[config.mk]
export PLATFORM = sky130hd
export DESIGN_NAME = viu_top
export DESIGN_NICKNAME = d
export VERILOG_FILES = /design/src/rtl/viu_pkg.sv /design/src/rtl/viu_prio.sv /design/src/rtl/viu_top.sv
export SDC_FILE = /design/constraint.sdc
export NUM_CORES = 1
export LEC_CHECK = 0
export ABC_AREA = 1
export BUFFER_PORTS_ARGS = -buffer_cell sky130_fd_sc_hd__buf_4
export CORE_MARGIN = 3
export CORE_UTILIZATION = 51
export CTS_CLUSTER_DIAMETER = 120
export CTS_CLUSTER_SIZE = 24
export DETAILED_ROUTE_END_ITERATION = 16
export MAX_ROUTING_LAYER = met4
export PLACE_DENSITY = 0.85
export SYNTH_ARGS = -nofsm -noshare
export SYNTH_HDL_FRONTEND = slang
export SYNTH_SLANG_ARGS = --single-unit
[constraint.sdc]
create_clock -name clk_in -period 2.5 [get_ports clk_in]
set_clock_uncertainty 0.15 [all_clocks]
set_input_delay 0.5 -clock clk_in [delete_from_list [all_inputs] [get_ports clk_in]]
set_output_delay 0.5 -clock clk_in [all_outputs]
set_load 0.01 [all_outputs]
[src/rtl/viu_pkg.sv]
// vectored interrupt unit: shared constants and carrier types
package viu_pkg;
  localparam int NUM_SRC = 5;
  localparam int VEC_W = 11;
  localparam int PC_W = 11;
  // source index order is priority order, lowest index wins
  localparam int SRC_TB = 0;
  localparam int SRC_TA = 1;
  localparam int SRC_TB1 = 2;
  localparam int SRC_SA = 3;
  localparam int SRC_SB = 4;
  localparam logic [VEC_W-1:0] VEC_TIMEBASE = 11'h004;
  localparam logic [VEC_W-1:0] VEC_TIMER_A = 11'h008;
  localparam logic [VEC_W-1:0] VEC_TIMER_B = 11'h00C;
  localparam logic [VEC_W-1:0] VEC_SERIAL_A = 11'h010;
  localparam logic [VEC_W-1:0] VEC_SERIAL_B = 11'h014;
  localparam logic [NUM_SRC-1:0] FLAGS_RESET = 5'h00;
  localparam logic GIE_RESET = 1'b0;

  // per-source request events from the peripherals
  typedef struct packed {
    logic timebase_ovf;
    logic timer_a_ovf;
    logic timer_b_ovf;
    logic [1:0] spi_byte_done;
    logic [1:0] i2c_addr_match;
    logic [1:0] i2c_byte_done;
  } viu_events_t;

  // enables as held in the two control registers
  typedef struct packed {
    logic global_irq_enable;
    logic timebase_irq_enable;
    logic timer_a_irq_enable;
    logic timer_b_irq_enable;
    logic [1:0] serial_ab_irq_enable;
    logic [1:0] serial_module_enable;
    logic [1:0] serial_i2c_mode;
  } viu_enables_t;

  // interrupt entry request to the program sequencer
  typedef struct packed {
    logic take;
    logic [VEC_W-1:0] vector;
    logic [PC_W-1:0] push_pc;
  } viu_entry_t;
endpackage : viu_pkg

[src/rtl/viu_prio.sv]
// vectored interrupt unit: fixed priority pick among qualified requests
`timescale 1ns/100ps
`default_nettype none
module viu_prio #(
  parameter int N = 5
) (
  input wire logic [N-1:0] req_in,
  output logic any_out,
  output logic [N-1:0] grant_out
);
  initial
  begin
    if (N < 1) $error("viu_prio needs at least one source");
  end
  always_comb
  begin
    any_out = |req_in;
    grant_out = '0;
    for (int i = N - 1; i >= 0; i--)
    begin
      if (req_in[i]) grant_out = '0;
      if (req_in[i]) grant_out[i] = 1'b1;
    end
  end
endmodule : viu_prio
`default_nettype wire

[src/rtl/viu_top.sv]
// vectored interrupt unit: flags, enables, sampling, entry and return
// Contract
// - requests between two phase-two pulses are serviced at the second pulse
// - priority: time base, timer a, timer b, serial a, serial b
// - time base request branches to vector 04H when enabled, stack not full
// - time base flag set on overflow; needs its own enable to be taken
// - time base entry clears its flag and the global enable
// - each timer sets its flag on overflow and needs its own enable
// - timer a to 08H, timer b to 0CH when enabled, stack not full
// - timer entry clears that timer flag and the global enable
// - spi interrupt needs global, module interrupt and module enable bits
// - spi flag set each time eight bits are transferred
// - serial a branches to vector 10H when enabled, stack not full
// - serial b branches to vector 14H when enabled, stack not full
// - serial entry clears that module flag and the global enable
// - i2c interrupt needs the module interrupt enable set
// - i2c flag set on address match or data byte completion
// - a set flag holds, even when disabled, until serviced or cleared
// - any set flag wakes the core from power-down
// - entry pushes only the program counter
// - no entry while the stack is full
// - global enable cleared blocks every source
// - return from interrupt pops the saved program counter
`timescale 1ns/100ps
`default_nettype none
module viu_top
  import viu_pkg::*;
#(
  parameter int STACK_DEPTH = 8
) (
  input wire logic clk_in,
  input wire logic rst_in,
  input wire logic phase_two_pulse_in,
  input wire viu_pkg::viu_events_t events_in,
  input wire viu_pkg::viu_enables_t enables_in,
  input wire logic enables_wr_in,
  input wire logic [viu_pkg::NUM_SRC-1:0] flag_clr_in,
  input wire logic [viu_pkg::NUM_SRC-1:0] flag_set_in,
  input wire logic [viu_pkg::PC_W-1:0] pc_in,
  input wire logic stack_full_in,
  input wire logic return_from_irq_in,
  input wire logic [viu_pkg::PC_W-1:0] pop_pc_in,
  output logic [viu_pkg::NUM_SRC-1:0] irq_flags_out,
  output logic global_irq_enable_out,
  output viu_pkg::viu_entry_t entry_out,
  output logic pc_load_out,
  output logic [viu_pkg::PC_W-1:0] pc_load_value_out,
  output logic wake_out
);
  import viu_pkg::*;

  initial
  begin
    if (STACK_DEPTH < 1) $error("viu_top needs a stack of at least one level");
  end

  typedef struct packed {
    logic [NUM_SRC-1:0] flags;
    logic gie;
    logic [NUM_SRC-1:0] en;
    logic [1:0] sim_en;
    logic prev_p2;
    viu_entry_t entry;
    logic pc_load;
    logic [PC_W-1:0] pc_val;
    logic wake;
  } viu_state_t;

  viu_state_t s_q;
  viu_state_t s_d;
  logic [NUM_SRC-1:0] qual;
  logic [NUM_SRC-1:0] grant;
  logic any_req;
  logic [NUM_SRC-1:0] ev;
  logic p2_rise;
  logic take_ok;
  logic [VEC_W-1:0] vec;

  // phase pulse comes from core logic on the same clock, so no synchroniser
  assign p2_rise = phase_two_pulse_in & ~s_q.prev_p2;
  // a pc load still in flight leaves pc_in stale, so that pulse is skipped
  assign take_ok = p2_rise & ~s_q.pc_load & ~return_from_irq_in;

  always_comb
  begin
    ev[SRC_TB] = events_in.timebase_ovf;
    ev[SRC_TA] = events_in.timer_a_ovf;
    ev[SRC_TB1] = events_in.timer_b_ovf;
    for (int m = 0; m < 2; m++)
    begin
      // mode picks which event source feeds the flag
      ev[SRC_SA + m] = s_q.sim_en[m] & (enables_in.serial_i2c_mode[m] ?
        (events_in.i2c_addr_match[m] | events_in.i2c_byte_done[m]) :
        events_in.spi_byte_done[m]);
    end
  end

  always_comb
  begin
    qual = s_q.flags & s_q.en;
    // spi path also needs the module enable; i2c path does not
    for (int m = 0; m < 2; m++)
    begin
      if (!enables_in.serial_i2c_mode[m] && !s_q.sim_en[m]) qual[SRC_SA + m] = 1'b0;
    end
    if (!s_q.gie || stack_full_in) qual = '0;
  end

  viu_prio #(
    .N(NUM_SRC)
  ) u_prio (
    .req_in(qual),
    .any_out(any_req),
    .grant_out(grant)
  );

  always_comb
  begin
    vec = VEC_TIMEBASE;
    case (1'b1)
      grant[SRC_TB]: vec = VEC_TIMEBASE;
      grant[SRC_TA]: vec = VEC_TIMER_A;
      grant[SRC_TB1]: vec = VEC_TIMER_B;
      grant[SRC_SA]: vec = VEC_SERIAL_A;
      grant[SRC_SB]: vec = VEC_SERIAL_B;
      default: vec = VEC_TIMEBASE;
    endcase
  end

  always_comb
  begin
    s_d = s_q;
    s_d.prev_p2 = phase_two_pulse_in;
    s_d.entry.take = 1'b0;
    s_d.pc_load = 1'b0;
    if (enables_wr_in)
    begin
      s_d.gie = enables_in.global_irq_enable;
      s_d.en = {enables_in.serial_ab_irq_enable[1], enables_in.serial_ab_irq_enable[0],
        enables_in.timer_b_irq_enable, enables_in.timer_a_irq_enable, enables_in.timebase_irq_enable};
      s_d.sim_en = enables_in.serial_module_enable;
    end
    // software clear first, hardware set after so the set wins
    s_d.flags = s_q.flags & ~flag_clr_in;
    // sampling: requests pending since the last pulse are taken on this one
    if (take_ok)
    begin
      if (any_req)
      begin
        s_d.entry.take = 1'b1;
        s_d.entry.vector = vec;
        s_d.entry.push_pc = pc_in;
        s_d.pc_load = 1'b1;
        s_d.pc_val = vec;
        s_d.flags = s_d.flags & ~grant;
        s_d.gie = 1'b0;
      end
    end
    if (return_from_irq_in)
    begin
      s_d.pc_load = 1'b1;
      s_d.pc_val = pop_pc_in;
    end
    s_d.flags = s_d.flags | ev | flag_set_in;
    s_d.wake = |s_d.flags;
  end

  always_ff @(posedge clk_in or posedge rst_in)
  begin
    if (rst_in)
    begin
      s_q <= '0;
      s_q.flags <= FLAGS_RESET;
      s_q.gie <= GIE_RESET;
    end
    else
    begin
      s_q <= s_d;
    end
  end

  assign irq_flags_out = s_q.flags;
  assign global_irq_enable_out = s_q.gie;
  assign entry_out = s_q.entry;
  assign pc_load_out = s_q.pc_load;
  assign pc_load_value_out = s_q.pc_val;
  assign wake_out = s_q.wake;

  a_entry_clears_gie: assert property (@(posedge clk_in) disable iff (rst_in)
    s_q.entry.take |-> !s_q.gie) else $error("global enable still set after entry");
  a_no_entry_full: assert property (@(posedge clk_in) disable iff (rst_in)
    $rose(s_q.entry.take) |-> $past(!stack_full_in)) else $error("entry taken with full stack");
  a_no_entry_gie: assert property (@(posedge clk_in) disable iff (rst_in)
    s_q.entry.take |-> $past(s_q.gie)) else $error("entry taken with global enable off");
  a_entry_on_pulse: assert property (@(posedge clk_in) disable iff (rst_in)
    s_q.entry.take |-> $past(p2_rise)) else $error("entry not on a phase pulse");
  a_tb_vector: assert property (@(posedge clk_in) disable iff (rst_in)
    (take_ok && qual[SRC_TB]) |=> (s_q.entry.vector == VEC_TIMEBASE))
    else $error("time base vector wrong");
  a_prio_order: assert property (@(posedge clk_in) disable iff (rst_in)
    (take_ok && qual[SRC_TA] && !qual[SRC_TB]) |=> (s_q.entry.vector == VEC_TIMER_A))
    else $error("timer a priority wrong");
  a_flag_holds: assert property (@(posedge clk_in) disable iff (rst_in)
    (s_q.flags[SRC_SB] && !flag_clr_in[SRC_SB] && !(take_ok && grant[SRC_SB]))
    |=> s_q.flags[SRC_SB]) else $error("serial b flag dropped");
  a_wake_follows: assert property (@(posedge clk_in) disable iff (rst_in)
    ##1 (wake_out == (|s_q.flags))) else $error("wake does not follow flags");
  a_return_from_irq_pops: assert property (@(posedge clk_in) disable iff (rst_in)
    return_from_irq_in |=> (pc_load_out && pc_load_value_out == $past(pop_pc_in)))
    else $error("return did not load popped pc");

  // vectors for the lower priority sources
  a_tb1_vector: assert property (@(posedge clk_in) disable iff (rst_in)
    (take_ok && qual[SRC_TB1] && qual[SRC_TA:SRC_TB] == 2'h0)
    |=> (s_q.entry.vector == VEC_TIMER_B))
    else $error("timer b vector wrong");
  a_sa_vector: assert property (@(posedge clk_in) disable iff (rst_in)
    (take_ok && qual[SRC_SA] && qual[SRC_TB1:SRC_TB] == 3'h0)
    |=> (s_q.entry.vector == VEC_SERIAL_A))
    else $error("serial a vector wrong");
  a_sb_vector: assert property (@(posedge clk_in) disable iff (rst_in)
    (take_ok && qual == 5'h10)
    |=> (s_q.entry.vector == VEC_SERIAL_B))
    else $error("serial b vector wrong");
  a_load_vector: assert property (@(posedge clk_in) disable iff (rst_in)
    s_q.entry.take
    |-> (s_q.pc_load && s_q.pc_val == s_q.entry.vector))
    else $error("pc not loaded with vector");
  a_push_pc: assert property (@(posedge clk_in) disable iff (rst_in)
    (take_ok && any_req)
    |=> (s_q.entry.push_pc == $past(pc_in)))
    else $error("pushed pc wrong");
  a_take_pulse: assert property (@(posedge clk_in) disable iff (rst_in)
    s_q.entry.take
    |=> !s_q.entry.take)
    else $error("entry held two cycles");
  a_pend_taken: assert property (@(posedge clk_in) disable iff (rst_in)
    (take_ok && any_req)
    |=> s_q.entry.take)
    else $error("pending request not taken");

  // hardware clears only the serviced flag
  a_tb_clear: assert property (@(posedge clk_in) disable iff (rst_in)
    (take_ok && qual[SRC_TB] && !ev[SRC_TB] && !flag_set_in[SRC_TB])
    |=> !s_q.flags[SRC_TB])
    else $error("time base flag not cleared");
  a_ta_clear: assert property (@(posedge clk_in) disable iff (rst_in)
    (take_ok && qual[SRC_TA] && !qual[SRC_TB] && !ev[SRC_TA] && !flag_set_in[SRC_TA])
    |=> !s_q.flags[SRC_TA])
    else $error("timer a flag not cleared");
  a_sa_clear: assert property (@(posedge clk_in) disable iff (rst_in)
    (take_ok && qual[SRC_SA] && qual[SRC_TB1:SRC_TB] == 3'h0 && !ev[SRC_SA] && !flag_set_in[SRC_SA])
    |=> !s_q.flags[SRC_SA])
    else $error("serial a flag not cleared");

  // timer events raise their flags whatever the enables say; serial events need the module enable
  a_tb_set: assert property (@(posedge clk_in) disable iff (rst_in)
    events_in.timebase_ovf
    |=> s_q.flags[SRC_TB])
    else $error("time base flag not set");
  a_ta_set: assert property (@(posedge clk_in) disable iff (rst_in)
    events_in.timer_a_ovf
    |=> s_q.flags[SRC_TA])
    else $error("timer a flag not set");
  a_tb1_set: assert property (@(posedge clk_in) disable iff (rst_in)
    events_in.timer_b_ovf
    |=> s_q.flags[SRC_TB1])
    else $error("timer b flag not set");
  a_spi_set: assert property (@(posedge clk_in) disable iff (rst_in)
    (s_q.sim_en[0] && !enables_in.serial_i2c_mode[0] && events_in.spi_byte_done[0])
    |=> s_q.flags[SRC_SA])
    else $error("spi byte did not set flag");
  a_i2c_set: assert property (@(posedge clk_in) disable iff (rst_in)
    (s_q.sim_en[1] && enables_in.serial_i2c_mode[1] && (events_in.i2c_addr_match[1] || events_in.i2c_byte_done[1]))
    |=> s_q.flags[SRC_SB])
    else $error("i2c event did not set flag");
  a_set_wins: assert property (@(posedge clk_in) disable iff (rst_in)
    (flag_set_in[SRC_TA] && flag_clr_in[SRC_TA])
    |=> s_q.flags[SRC_TA])
    else $error("clear beat a set");
  a_soft_clear: assert property (@(posedge clk_in) disable iff (rst_in)
    (flag_clr_in[SRC_TB1] && !ev[SRC_TB1] && !flag_set_in[SRC_TB1])
    |=> !s_q.flags[SRC_TB1])
    else $error("software clear ignored");

  // qualification and blocking
  a_gie_blocks: assert property (@(posedge clk_in) disable iff (rst_in)
    !s_q.gie
    |=> !s_q.entry.take)
    else $error("entry with global enable off");
  a_full_blocks: assert property (@(posedge clk_in) disable iff (rst_in)
    stack_full_in
    |=> !s_q.entry.take)
    else $error("entry with full stack");
  a_spi_mod_en: assert property (@(posedge clk_in) disable iff (rst_in)
    (!enables_in.serial_i2c_mode[0] && !s_q.sim_en[0])
    |-> !qual[SRC_SA])
    else $error("spi qualified without module enable");
  a_i2c_irq_en: assert property (@(posedge clk_in) disable iff (rst_in)
    !s_q.en[SRC_SA]
    |-> !qual[SRC_SA])
    else $error("serial qualified without its enable");
  a_ta_irq_en: assert property (@(posedge clk_in) disable iff (rst_in)
    !s_q.en[SRC_TA]
    |-> !qual[SRC_TA])
    else $error("timer qualified without its enable");
  a_wake_any: assert property (@(posedge clk_in) disable iff (rst_in)
    (s_q.flags != 5'h00)
    |-> wake_out)
    else $error("no wake with a flag set");
endmodule : viu_top
`default_nettype wire

# Word level (Yosys, flattened, before mapping)

Index checks and enable logic that the tools add are counted.

Mux-type cells: 25
Bitwise logic cells: 17
Reductions and logical operators: 14

Operators by type and width:

| operator            | count |
|---|---|
| 2-to-1 mux 35 bit   | 2 |
| 2-to-1 mux 5 bit    | 10 |
| AND 5 bit           | 3 |
| 2-to-1 mux 12 bit   | 1 |
| 2-to-1 mux 6 bit    | 2 |
| NOT 5 bit           | 2 |
| OR 5 bit            | 2 |
| OR reduction 5 bit  | 2 |
| 2-to-1 mux 1 bit    | 9 |
| 2-to-1 mux 8 bit    | 1 |
| AND 1 bit           | 5 |
| zero test 1 bit     | 5 |
| AND reduction 2 bit | 2 |
| nonzero test 2 bit  | 2 |
| NOT 1 bit           | 3 |
| logical AND 1 bit   | 2 |
| OR 1 bit            | 2 |
| logical OR 1 bit    | 1 |

Input port bits: 57
Logic and storage cells: 67
Bits in registers: 50

# Depth between registers and ports, before layout

Gate-level depths: netlist of the first run.

Depth after elaboration: 20
Gate-level depth with buffers: 11

# By module

Synthesis of the first run repeated with hierarchy kept, for this count alone.

Cells, all modules: 283
Area, all modules: 2215.9 µm²

Modules (own cells, without submodules):

| module   | area an instance (µm²) | seq. area each (µm²) | cells an instance | instances |
|---|---|---|---|---|
| viu_top  | 2155.8                 | 1051.0               | 269               | 1 |
| viu_prio | 60.1                   | 0.0                  | 14                | 1 |

# Least setup slack after synthesis of the first run

No wires, ideal clock.

Path kind: input to register
Start: in stack_full_in
End: reg s_q, in the netlist entry_out[0]
Arrival: 1.306 ns
Setup time: 0.114 ns
Path slack: 0.930 ns
Cell stages on the path: 10
Cell sequence: inv_1 nand2_2 a21oi_2 nor2_4 nand3_4 nand2_8 inv_6 buf_12 nand2_4 nand2_2

Cells in the longest elaborated chain, start to end: 4

Ends and longest elaborated chain:

| item                                 | RTL line       | text |
|---|---|---|
| start, declared                      | viu_top.sv:40  | `input wire logic stack_full_in,` |
| logical OR 1 bit                     | viu_top.sv:106 | `if (!s_q.gie \|\| stack_full_in) qual = '0;` |
| 2-to-1 mux 5 bit                     | viu_top.sv:106 |  |
| OR reduction 5 bit                   | viu_prio.sv:17 | `any_out = \|req_in;` |
| AND reduction 2 bit (no source line) | --             |  |
| end, declared                        | viu_top.sv:69  | `viu_state_t s_q;` |

Every way passes these cells.
A chain may end at the register's enable or synchronous reset.

# Worst setup path in the final report of the first run

Start: reg s_q, in the netlist irq_flags_out[1]
End: reg s_q, in the netlist pc_load_value_out[4]

Cells in the longest elaborated chain, start to end: 12
Elaborated cells between the ends (all ways): 17
Classes of those cells: mux: 13; bitwise: 1; reduce/logical: 3

Ends and longest elaborated chain:

| item                          | RTL line       | text |
|---|---|---|
| AND 5 bit (*)                 | viu_top.sv:100 | `qual = s_q.flags & s_q.en;` |
| 2-to-1 mux 5 bit (*)          | viu_top.sv:106 |  |
| 2-to-1 mux 5 bit (2 in a row) | viu_prio.sv:21 | `if (req_in[i]) grant_out = '0;` |
| 2-to-1 mux 5 bit (5 in a row) | viu_top.sv:120 | `case (1'b1)` |
| 2-to-1 mux 35 bit             | viu_top.sv:148 | `if (any_req)` |
| 2-to-1 mux 35 bit             | viu_top.sv:146 | `if (take_ok)` |
| 2-to-1 mux 12 bit             | viu_top.sv:159 | `if (return_from_irq_in)` |

Mark *: on every way between the ends. The rest lies on a longest branch, timed or not. The select of a mux whose other input is x is not followed.

==> impl_metrics.env, run 1 <==
export IMPL_crit_required_ns=2.58
export IMPL_postCtsResizedCells=0
export IMPL_post_route_drc_count=0
export IMPL_antenna_cells=0
export IMPL_hpwl_after_detailed_placement_um=3950
export IMPL_max_slew_worst_pin_slew_ns=0.547
export IMPL_grt_antenna_before_repair=0
export IMPL_rows=23
export IMPL_final_antenna_net_count=0
export IMPL_netlist_area_um2=2310
export IMPL_route_final_wire_length_um=4900
export IMPL_multi_input_area_um2=836
export IMPL_timing_hold_violations_final=0
export IMPL_die_outline_area_um2=5360
export IMPL_slew_violations=0
export IMPL_yosysSeqAreaShare_pct=45.6
export IMPL_synth_avg_cell_area_um2=8.54
export IMPL_die_h_um=73.2
export IMPL_post_cts_setup_buffer_count=0
export IMPL_postLayoutCellArea_um2=2880
export IMPL_worst_setup_path_type="flop to flop"
export IMPL_timing_max_slew_rel_slack_pct=63.3
export IMPL_post_synth_top_count_cell="sky130_fd_sc_hd__nand2_1"
export IMPL_synth_simple_gate_area_share_pct=31.5
export IMPL_synth_fa_ha_area_share_pct=0
export IMPL_drt_initial_drc_count=111
export IMPL_synth_enable_flop_cells=0
export IMPL_clock_sinks=42
export IMPL_cts_hold_buffers_added=0
export IMPL_clock_tree_from_tritoncts="built"
export IMPL_htree_depth=2
export IMPL_cp_data_arrival_time_ns=1.78
export IMPL_outcome="finished clean"
export IMPL_regArea_um2=1050
export IMPL_final_period_utilization_pct=67.9
export IMPL_utilization_pct=68.9
export IMPL_yosysTopAreaCellShare_pct=45.6
export IMPL_final_min_clock_period_ns=1.70
export IMPL_worst_setup_path_start_kind="flop"
export IMPL_vdd_drop_max_uv=374
export IMPL_viasPerCell=4.75
export IMPL_synth_warning_count=0
export IMPL_areaGrowthSynthToFinish_pct=24.7
export IMPL_synth_async_reset_ratio_pct=100
export IMPL_floorplan_die_width_um=73.2
export IMPL_boundaryPins=99
export IMPL_yosys_register_bits=42
export IMPL_coreArea_um2=4170
export IMPL_num_vias=1814
export IMPL_clk_insertion_delay_late_ns=0.29
export IMPL_hold_ws_ns=0.0379
export IMPL_grt_pass1_vias=1765
export IMPL_dominantRegCellSynth="sky130_fd_sc_hd__dfrtp_1"
export IMPL_globalplace_congestion=0.906
export IMPL_num_nets_final=388
export IMPL_critical_path_endpoint_type="flop"
export IMPL_share_of_synthesized_area_spent_on_multiplexers_pct=0
export IMPL_final_layout_size_suffix_gt1_share_pct=39.8
export IMPL_yosysUniqueCellTypes=30
export IMPL_grt_ovfl_total=0
export IMPL_routedWlPerCell_um=12.8
export IMPL_wire_length_of_the_first_global_routing_pass_um=7890
export IMPL_clk_root_buffer_cell="sky130_fd_sc_hd__clkbuf_8"
export IMPL_combinational_family_with_the_most_area_after_synthesis="simple AND/OR/NAND/NOR gates"
export IMPL_postSynthCellCount=270
export IMPL_global_route_usage_total_pct=19.6
export IMPL_synth_xor_xnor_area_share_pct=0
export IMPL_setup_viol_count_final=0
export IMPL_ctsLongestPathBuffers=2
export IMPL_synth_compound_area_share_pct=3.42
export IMPL_first_pass_iters=4
export IMPL_timing_setup_tns_ns=0
export IMPL_n_fill_cell=343
export IMPL_initial_core_util_pct=55.3
export IMPL_most_used_standard_cells_in_the_synthesized_netlist="sky130_fd_sc_hd__nand2_1, sky130_fd_sc_hd__dfrtp_1, sky130_fd_sc_hd__buf_4"
export IMPL_achievable_frequency_mhz=589
export IMPL_unrepaired_setup_endpoints_after_global_routing="no"
export IMPL_cts_clk_slew_worst_paths_ns=0.08
export IMPL_synth_top_cells_by_area="sky130_fd_sc_hd__dfrtp_1, sky130_fd_sc_hd__buf_4, sky130_fd_sc_hd__nand2_1, sky130_fd_sc_hd__nand3_1, sky130_fd_sc_hd__nand2_4"
export IMPL_grt_start_max_net_pins=28
export IMPL_timing_critical_path_fanout_max=27
export IMPL_total_leakage_power_nw=1.64
export IMPL_placed_cell_area_um2=2740
export IMPL_hold_path_class="primary input to async pin"
export IMPL_cts_inserted_buffers=5
export IMPL_power_density_cell_area_nw_per_um2=665
export IMPL_maxCapViolCount=0
export IMPL_io_buffers=90
export IMPL_synthDominantAreaCellType="sky130_fd_sc_hd__dfrtp_1"
kinds of logic after synthesis:
family,after synthesis
and+or+nand+nor,144
other,1
AOI/OAI and AO/OA,13
DFF,42
buffers and inverters,70
stage by stage:
stage,setup slack (ns),instances,power [mW]
final,0.802,382,1.91
after global routing,0.632,382,2.01
after global placement,0.644,374,1.28
after detailed placement,0.557,374,1.29
after floorplan,0.876,277,1.17
after CTS,0.787,382,1.93
critical path: stages (launching register included):
cell                      delay (ns)
sky130_fd_sc_hd__dfrtp_1        0.40
sky130_fd_sc_hd__nand2_1        0.12
sky130_fd_sc_hd__a21oi_2        0.23
sky130_fd_sc_hd__nor2_4         0.08
sky130_fd_sc_hd__nand3_4        0.09
sky130_fd_sc_hd__nand2_8        0.14
sky130_fd_sc_hd__inv_6          0.22
sky130_fd_sc_hd__nand2_1        0.11
sky130_fd_sc_hd__nand3_1        0.10
layer usage:
layer	part of all wire, %	GRT usage (%)
met5	0	-
met4	0.98	6.15
met3	8.2	3.31
met2	50	32.3
met1	41	24.6
cell usage in the layout (no fill, tap or decap), drive strengths merged:
cell type,instances
or2,2
nor2,23
a21boi,3
o211ai,1
nand3b,1
nand4,2
dfrtp,42
o21ai,6
clkbuf,5
conb,8
a21oi,3
inv,24
bufinv,2
clkinv,2
nor3,2
buf,92
nand2,92
nand3,22
where the power goes:
| part | switching [mW] | leakage [nW] | internal [mW] | total [mW] |
|---|---|---|---|---|
| registers | 0.0583 | 0.509 | 0.773 | 0.832 |
| logic | 0.216 | 1.06 | 0.229 | 0.445 |
| clock network | 0.238 | 0.0683 | 0.400 | 0.638 |
sequential cells by signal, indices dropped and copies added (netlist names):
register	cells
global_irq_enable_out	1
s_q	8
pc_load_out	1
wake_out	1
entry_out	15
irq_flags_out	5
pc_load_value_out	11
path summary, 6_finish.rpt:
check / from / end / slack [ns] / cells after the start
setup / recovery: irq_flags_out[1] / pc_load_value_out[4] / 0.80 / 8
hold / removal: rst_in / irq_flags_out[4] / 0.04 / 2
setup reg to reg: irq_flags_out[1] / pc_load_value_out[4] / 0.80 / 8
hold reg to reg: s_q[40] / s_q[40] / 0.33 / 2
max in group asynchronous: rst_in / entry_out[10] / 1.49 / 3
min in group clk_in: phase_two_pulse_in / s_q[36] / 0.19 / 1
layout make-up:
cell class / instances / area share (%)
clock buffer: 5 / 2.39
clock inverter: 3 / 2.39
inverter: 25 / 3.44
multi-input combinational: 165 / 29.1
sequential: 42 / 36.5
tap: 50 / 2.17
timing repair buffer: 92 / 24.0
Note: power is estimated with default switching activity, not from simulation.
==> inputs of run 2 (changes only) <==
Settings changed: CORE_UTILIZATION 51 to 48, PLACE_DENSITY 0.85 to 0.8.
Clock period 2.5 ns to 1.74 ns, I/O delays scaled along.
==> impl_metrics.env, run 2 (synthesized netlist as in run 1, its figures left out) <==
export IMPL_max_stage_delay_cell_worst_path="sky130_fd_sc_hd__dfrtp_1"
export IMPL_ctsLongestPathBuffers=2
export IMPL_routedWlPerCell_um=12.8
export IMPL_cts_inserted_buffers=5
export IMPL_outcome="finished clean"
export IMPL_grt_ovfl_total=0
export IMPL_drt_initial_drc_count=130
export IMPL_clk_root_buffer_cell="sky130_fd_sc_hd__clkbuf_8"
export IMPL_final_antenna_net_count=0
export IMPL_grt_start_max_net_pins=32
export IMPL_antenna_cells=0
export IMPL_num_vias=1816
export IMPL_cts_clk_slew_worst_paths_ns=0.08
export IMPL_mostFrequentLayoutCell="sky130_fd_sc_hd__buf_4"
export IMPL_grt_antenna_before_repair=0
export IMPL_power_density_cell_area_nw_per_um2=898
export IMPL_total_leakage_power_nw=1.65
export IMPL_htree_depth=2
export IMPL_setup_viol_count_final=0
export IMPL_final_period_utilization_pct=92.2
export IMPL_vdd_drop_max_uv=435
export IMPL_hpwl_after_detailed_placement_um=3940
export IMPL_boundaryPins=99
export IMPL_areaGrowthSynthToFinish_pct=26.1
export IMPL_unrepaired_setup_endpoints_after_global_routing="no"
export IMPL_num_nets_final=391
export IMPL_largest_reg_flops=15
export IMPL_hold_path_class="primary input to flop"
export IMPL_io_buffers=90
export IMPL_wire_length_of_the_first_global_routing_pass_um=7880
export IMPL_cp_data_arrival_time_ns=1.62
export IMPL_slew_violations=0
export IMPL_final_min_clock_period_ns=1.60
export IMPL_path_common_cell="sky130_fd_sc_hd__nand3_1"
export IMPL_crit_required_ns=1.75
export IMPL_floorplan_die_width_um=75.3
export IMPL_hold_ws_ns=0.0270
export IMPL_die_h_um=75.3
export IMPL_utilization_pct=64.6
export IMPL_timing_setup_tns_ns=0
export IMPL_rrSetupSlack_ns=0.14
export IMPL_coreArea_um2=4500
export IMPL_grt_pass1_vias=1730
export IMPL_timing_hold_violations_final=0
export IMPL_cp_cell_sequence="nand2_1, a21oi_2, nor2_4, nand3_4, nand2_8, buf_12, nand3_1, nand3_1"
export IMPL_globalplace_congestion=0.815
export IMPL_initial_core_util_pct=51.2
export IMPL_post_route_drc_count=0
export IMPL_global_route_usage_total_pct=18.9
export IMPL_clock_sinks=42
export IMPL_viasPerCell=4.69
export IMPL_critical_path_endpoint_type="flop"
export IMPL_clock_tree_from_tritoncts="built"
export IMPL_route_final_wire_length_um=4950
export IMPL_layout_cells_most_common_list="sky130_fd_sc_hd__buf_4, sky130_fd_sc_hd__nand2_1, sky130_fd_sc_hd__dfrtp_1"
export IMPL_worst_path_largest_cell_delay_ns=0.41
export IMPL_final_layout_size_suffix_gt1_share_pct=40.0
export IMPL_first_pass_iters=5
export IMPL_timing_critical_path_fanout_max=16
export IMPL_maxCapViolCount=0
export IMPL_rows=24
export IMPL_achievable_frequency_mhz=623
export IMPL_die_outline_area_um2=5670
export IMPL_clk_insertion_delay_late_ns=0.29
export IMPL_worst_setup_path_type="flop to flop"
export IMPL_post_cts_setup_buffer_count=0
export IMPL_worst_setup_path_start_kind="flop"
==> run 2: worst max-delay path, delay by kind of cell, from the launching register on <==
| family | cells | cell delay, ns |
|---|---|---|
| and+or+nand+nor | 6 | 0.53 |
| DFF | 1 | 0.41 |
| AOI/OAI and AO/OA | 1 | 0.22 |
| buffers and inverters | 1 | 0.16 |
==> run 2: area by class of cell <==
type,instances,area (um2)
timing repair buffer,95,741
fill,385,1600
clock inverter,3,45.0
inverter,25,101
tap,52,65.1
multi-input combinational,165,836
clock buffer,5,68.8
sequential,42,1050
==> run 2: timing repair <==
item                                    in CTS  in global routing
gates resized for setup                      0                  1
hold buffers                                 1                  0
endpoints found under the hold margin       11                  0
endpoints found under the setup margin       0                  2
==> run 2: power by group <==
part	leakage, nW	internal [mW]	switching [mW]
clock	0.0504	0.427	0.340
combinational	1.09	0.335	0.313
sequential	0.509	1.11	0.0839
total	1.65	1.87	0.737
==> run 2: final timing paths <==
path                                         end  depth (start not counted)          startpoint
setup / recovery            pc_load_value_out[3]                          8    irq_flags_out[1]
hold / removal                           s_q[36]                          1  phase_two_pulse_in
setup reg to reg            pc_load_value_out[3]                          8    irq_flags_out[1]
hold reg to reg                          s_q[39]                          2             s_q[39]
max in group asynchronous   pc_load_value_out[2]                          4              rst_in
min in group asynchronous  global_irq_enable_out                          3              rst_in
==> run 2: layer usage <==
| layer | global-route usage (%) | wire length [um] | vias to the layer above |
|---|---|---|---|
| met2 | 29.4 | 2410 | 81 |
| li1 | - | - | 908 |
| met4 | 6.99 | 71 | 0 |
| met5 | - | 0 | - |
| met3 | 2.90 | 423 | 7 |
| met1 | 25.0 | 2040 | 820 |
==> run 2: through the flow <==
| stage | setup WS (ns) | instances | power (mW) | area (um2) |
|---|---|---|---|---|
| after CTS | 0.107 | 387 | 2.64 | 2910 |
| after global placement | 0.103 | 378 | 1.85 | 2780 |
| after global routing | 0.0111 | 387 | 2.76 | 2910 |
| final | 0.135 | 387 | 2.61 | 2910 |
| after floorplan | 0.238 | 277 | 1.67 | 2330 |
| after detailed placement | 0.0353 | 378 | 1.87 | 2780 |
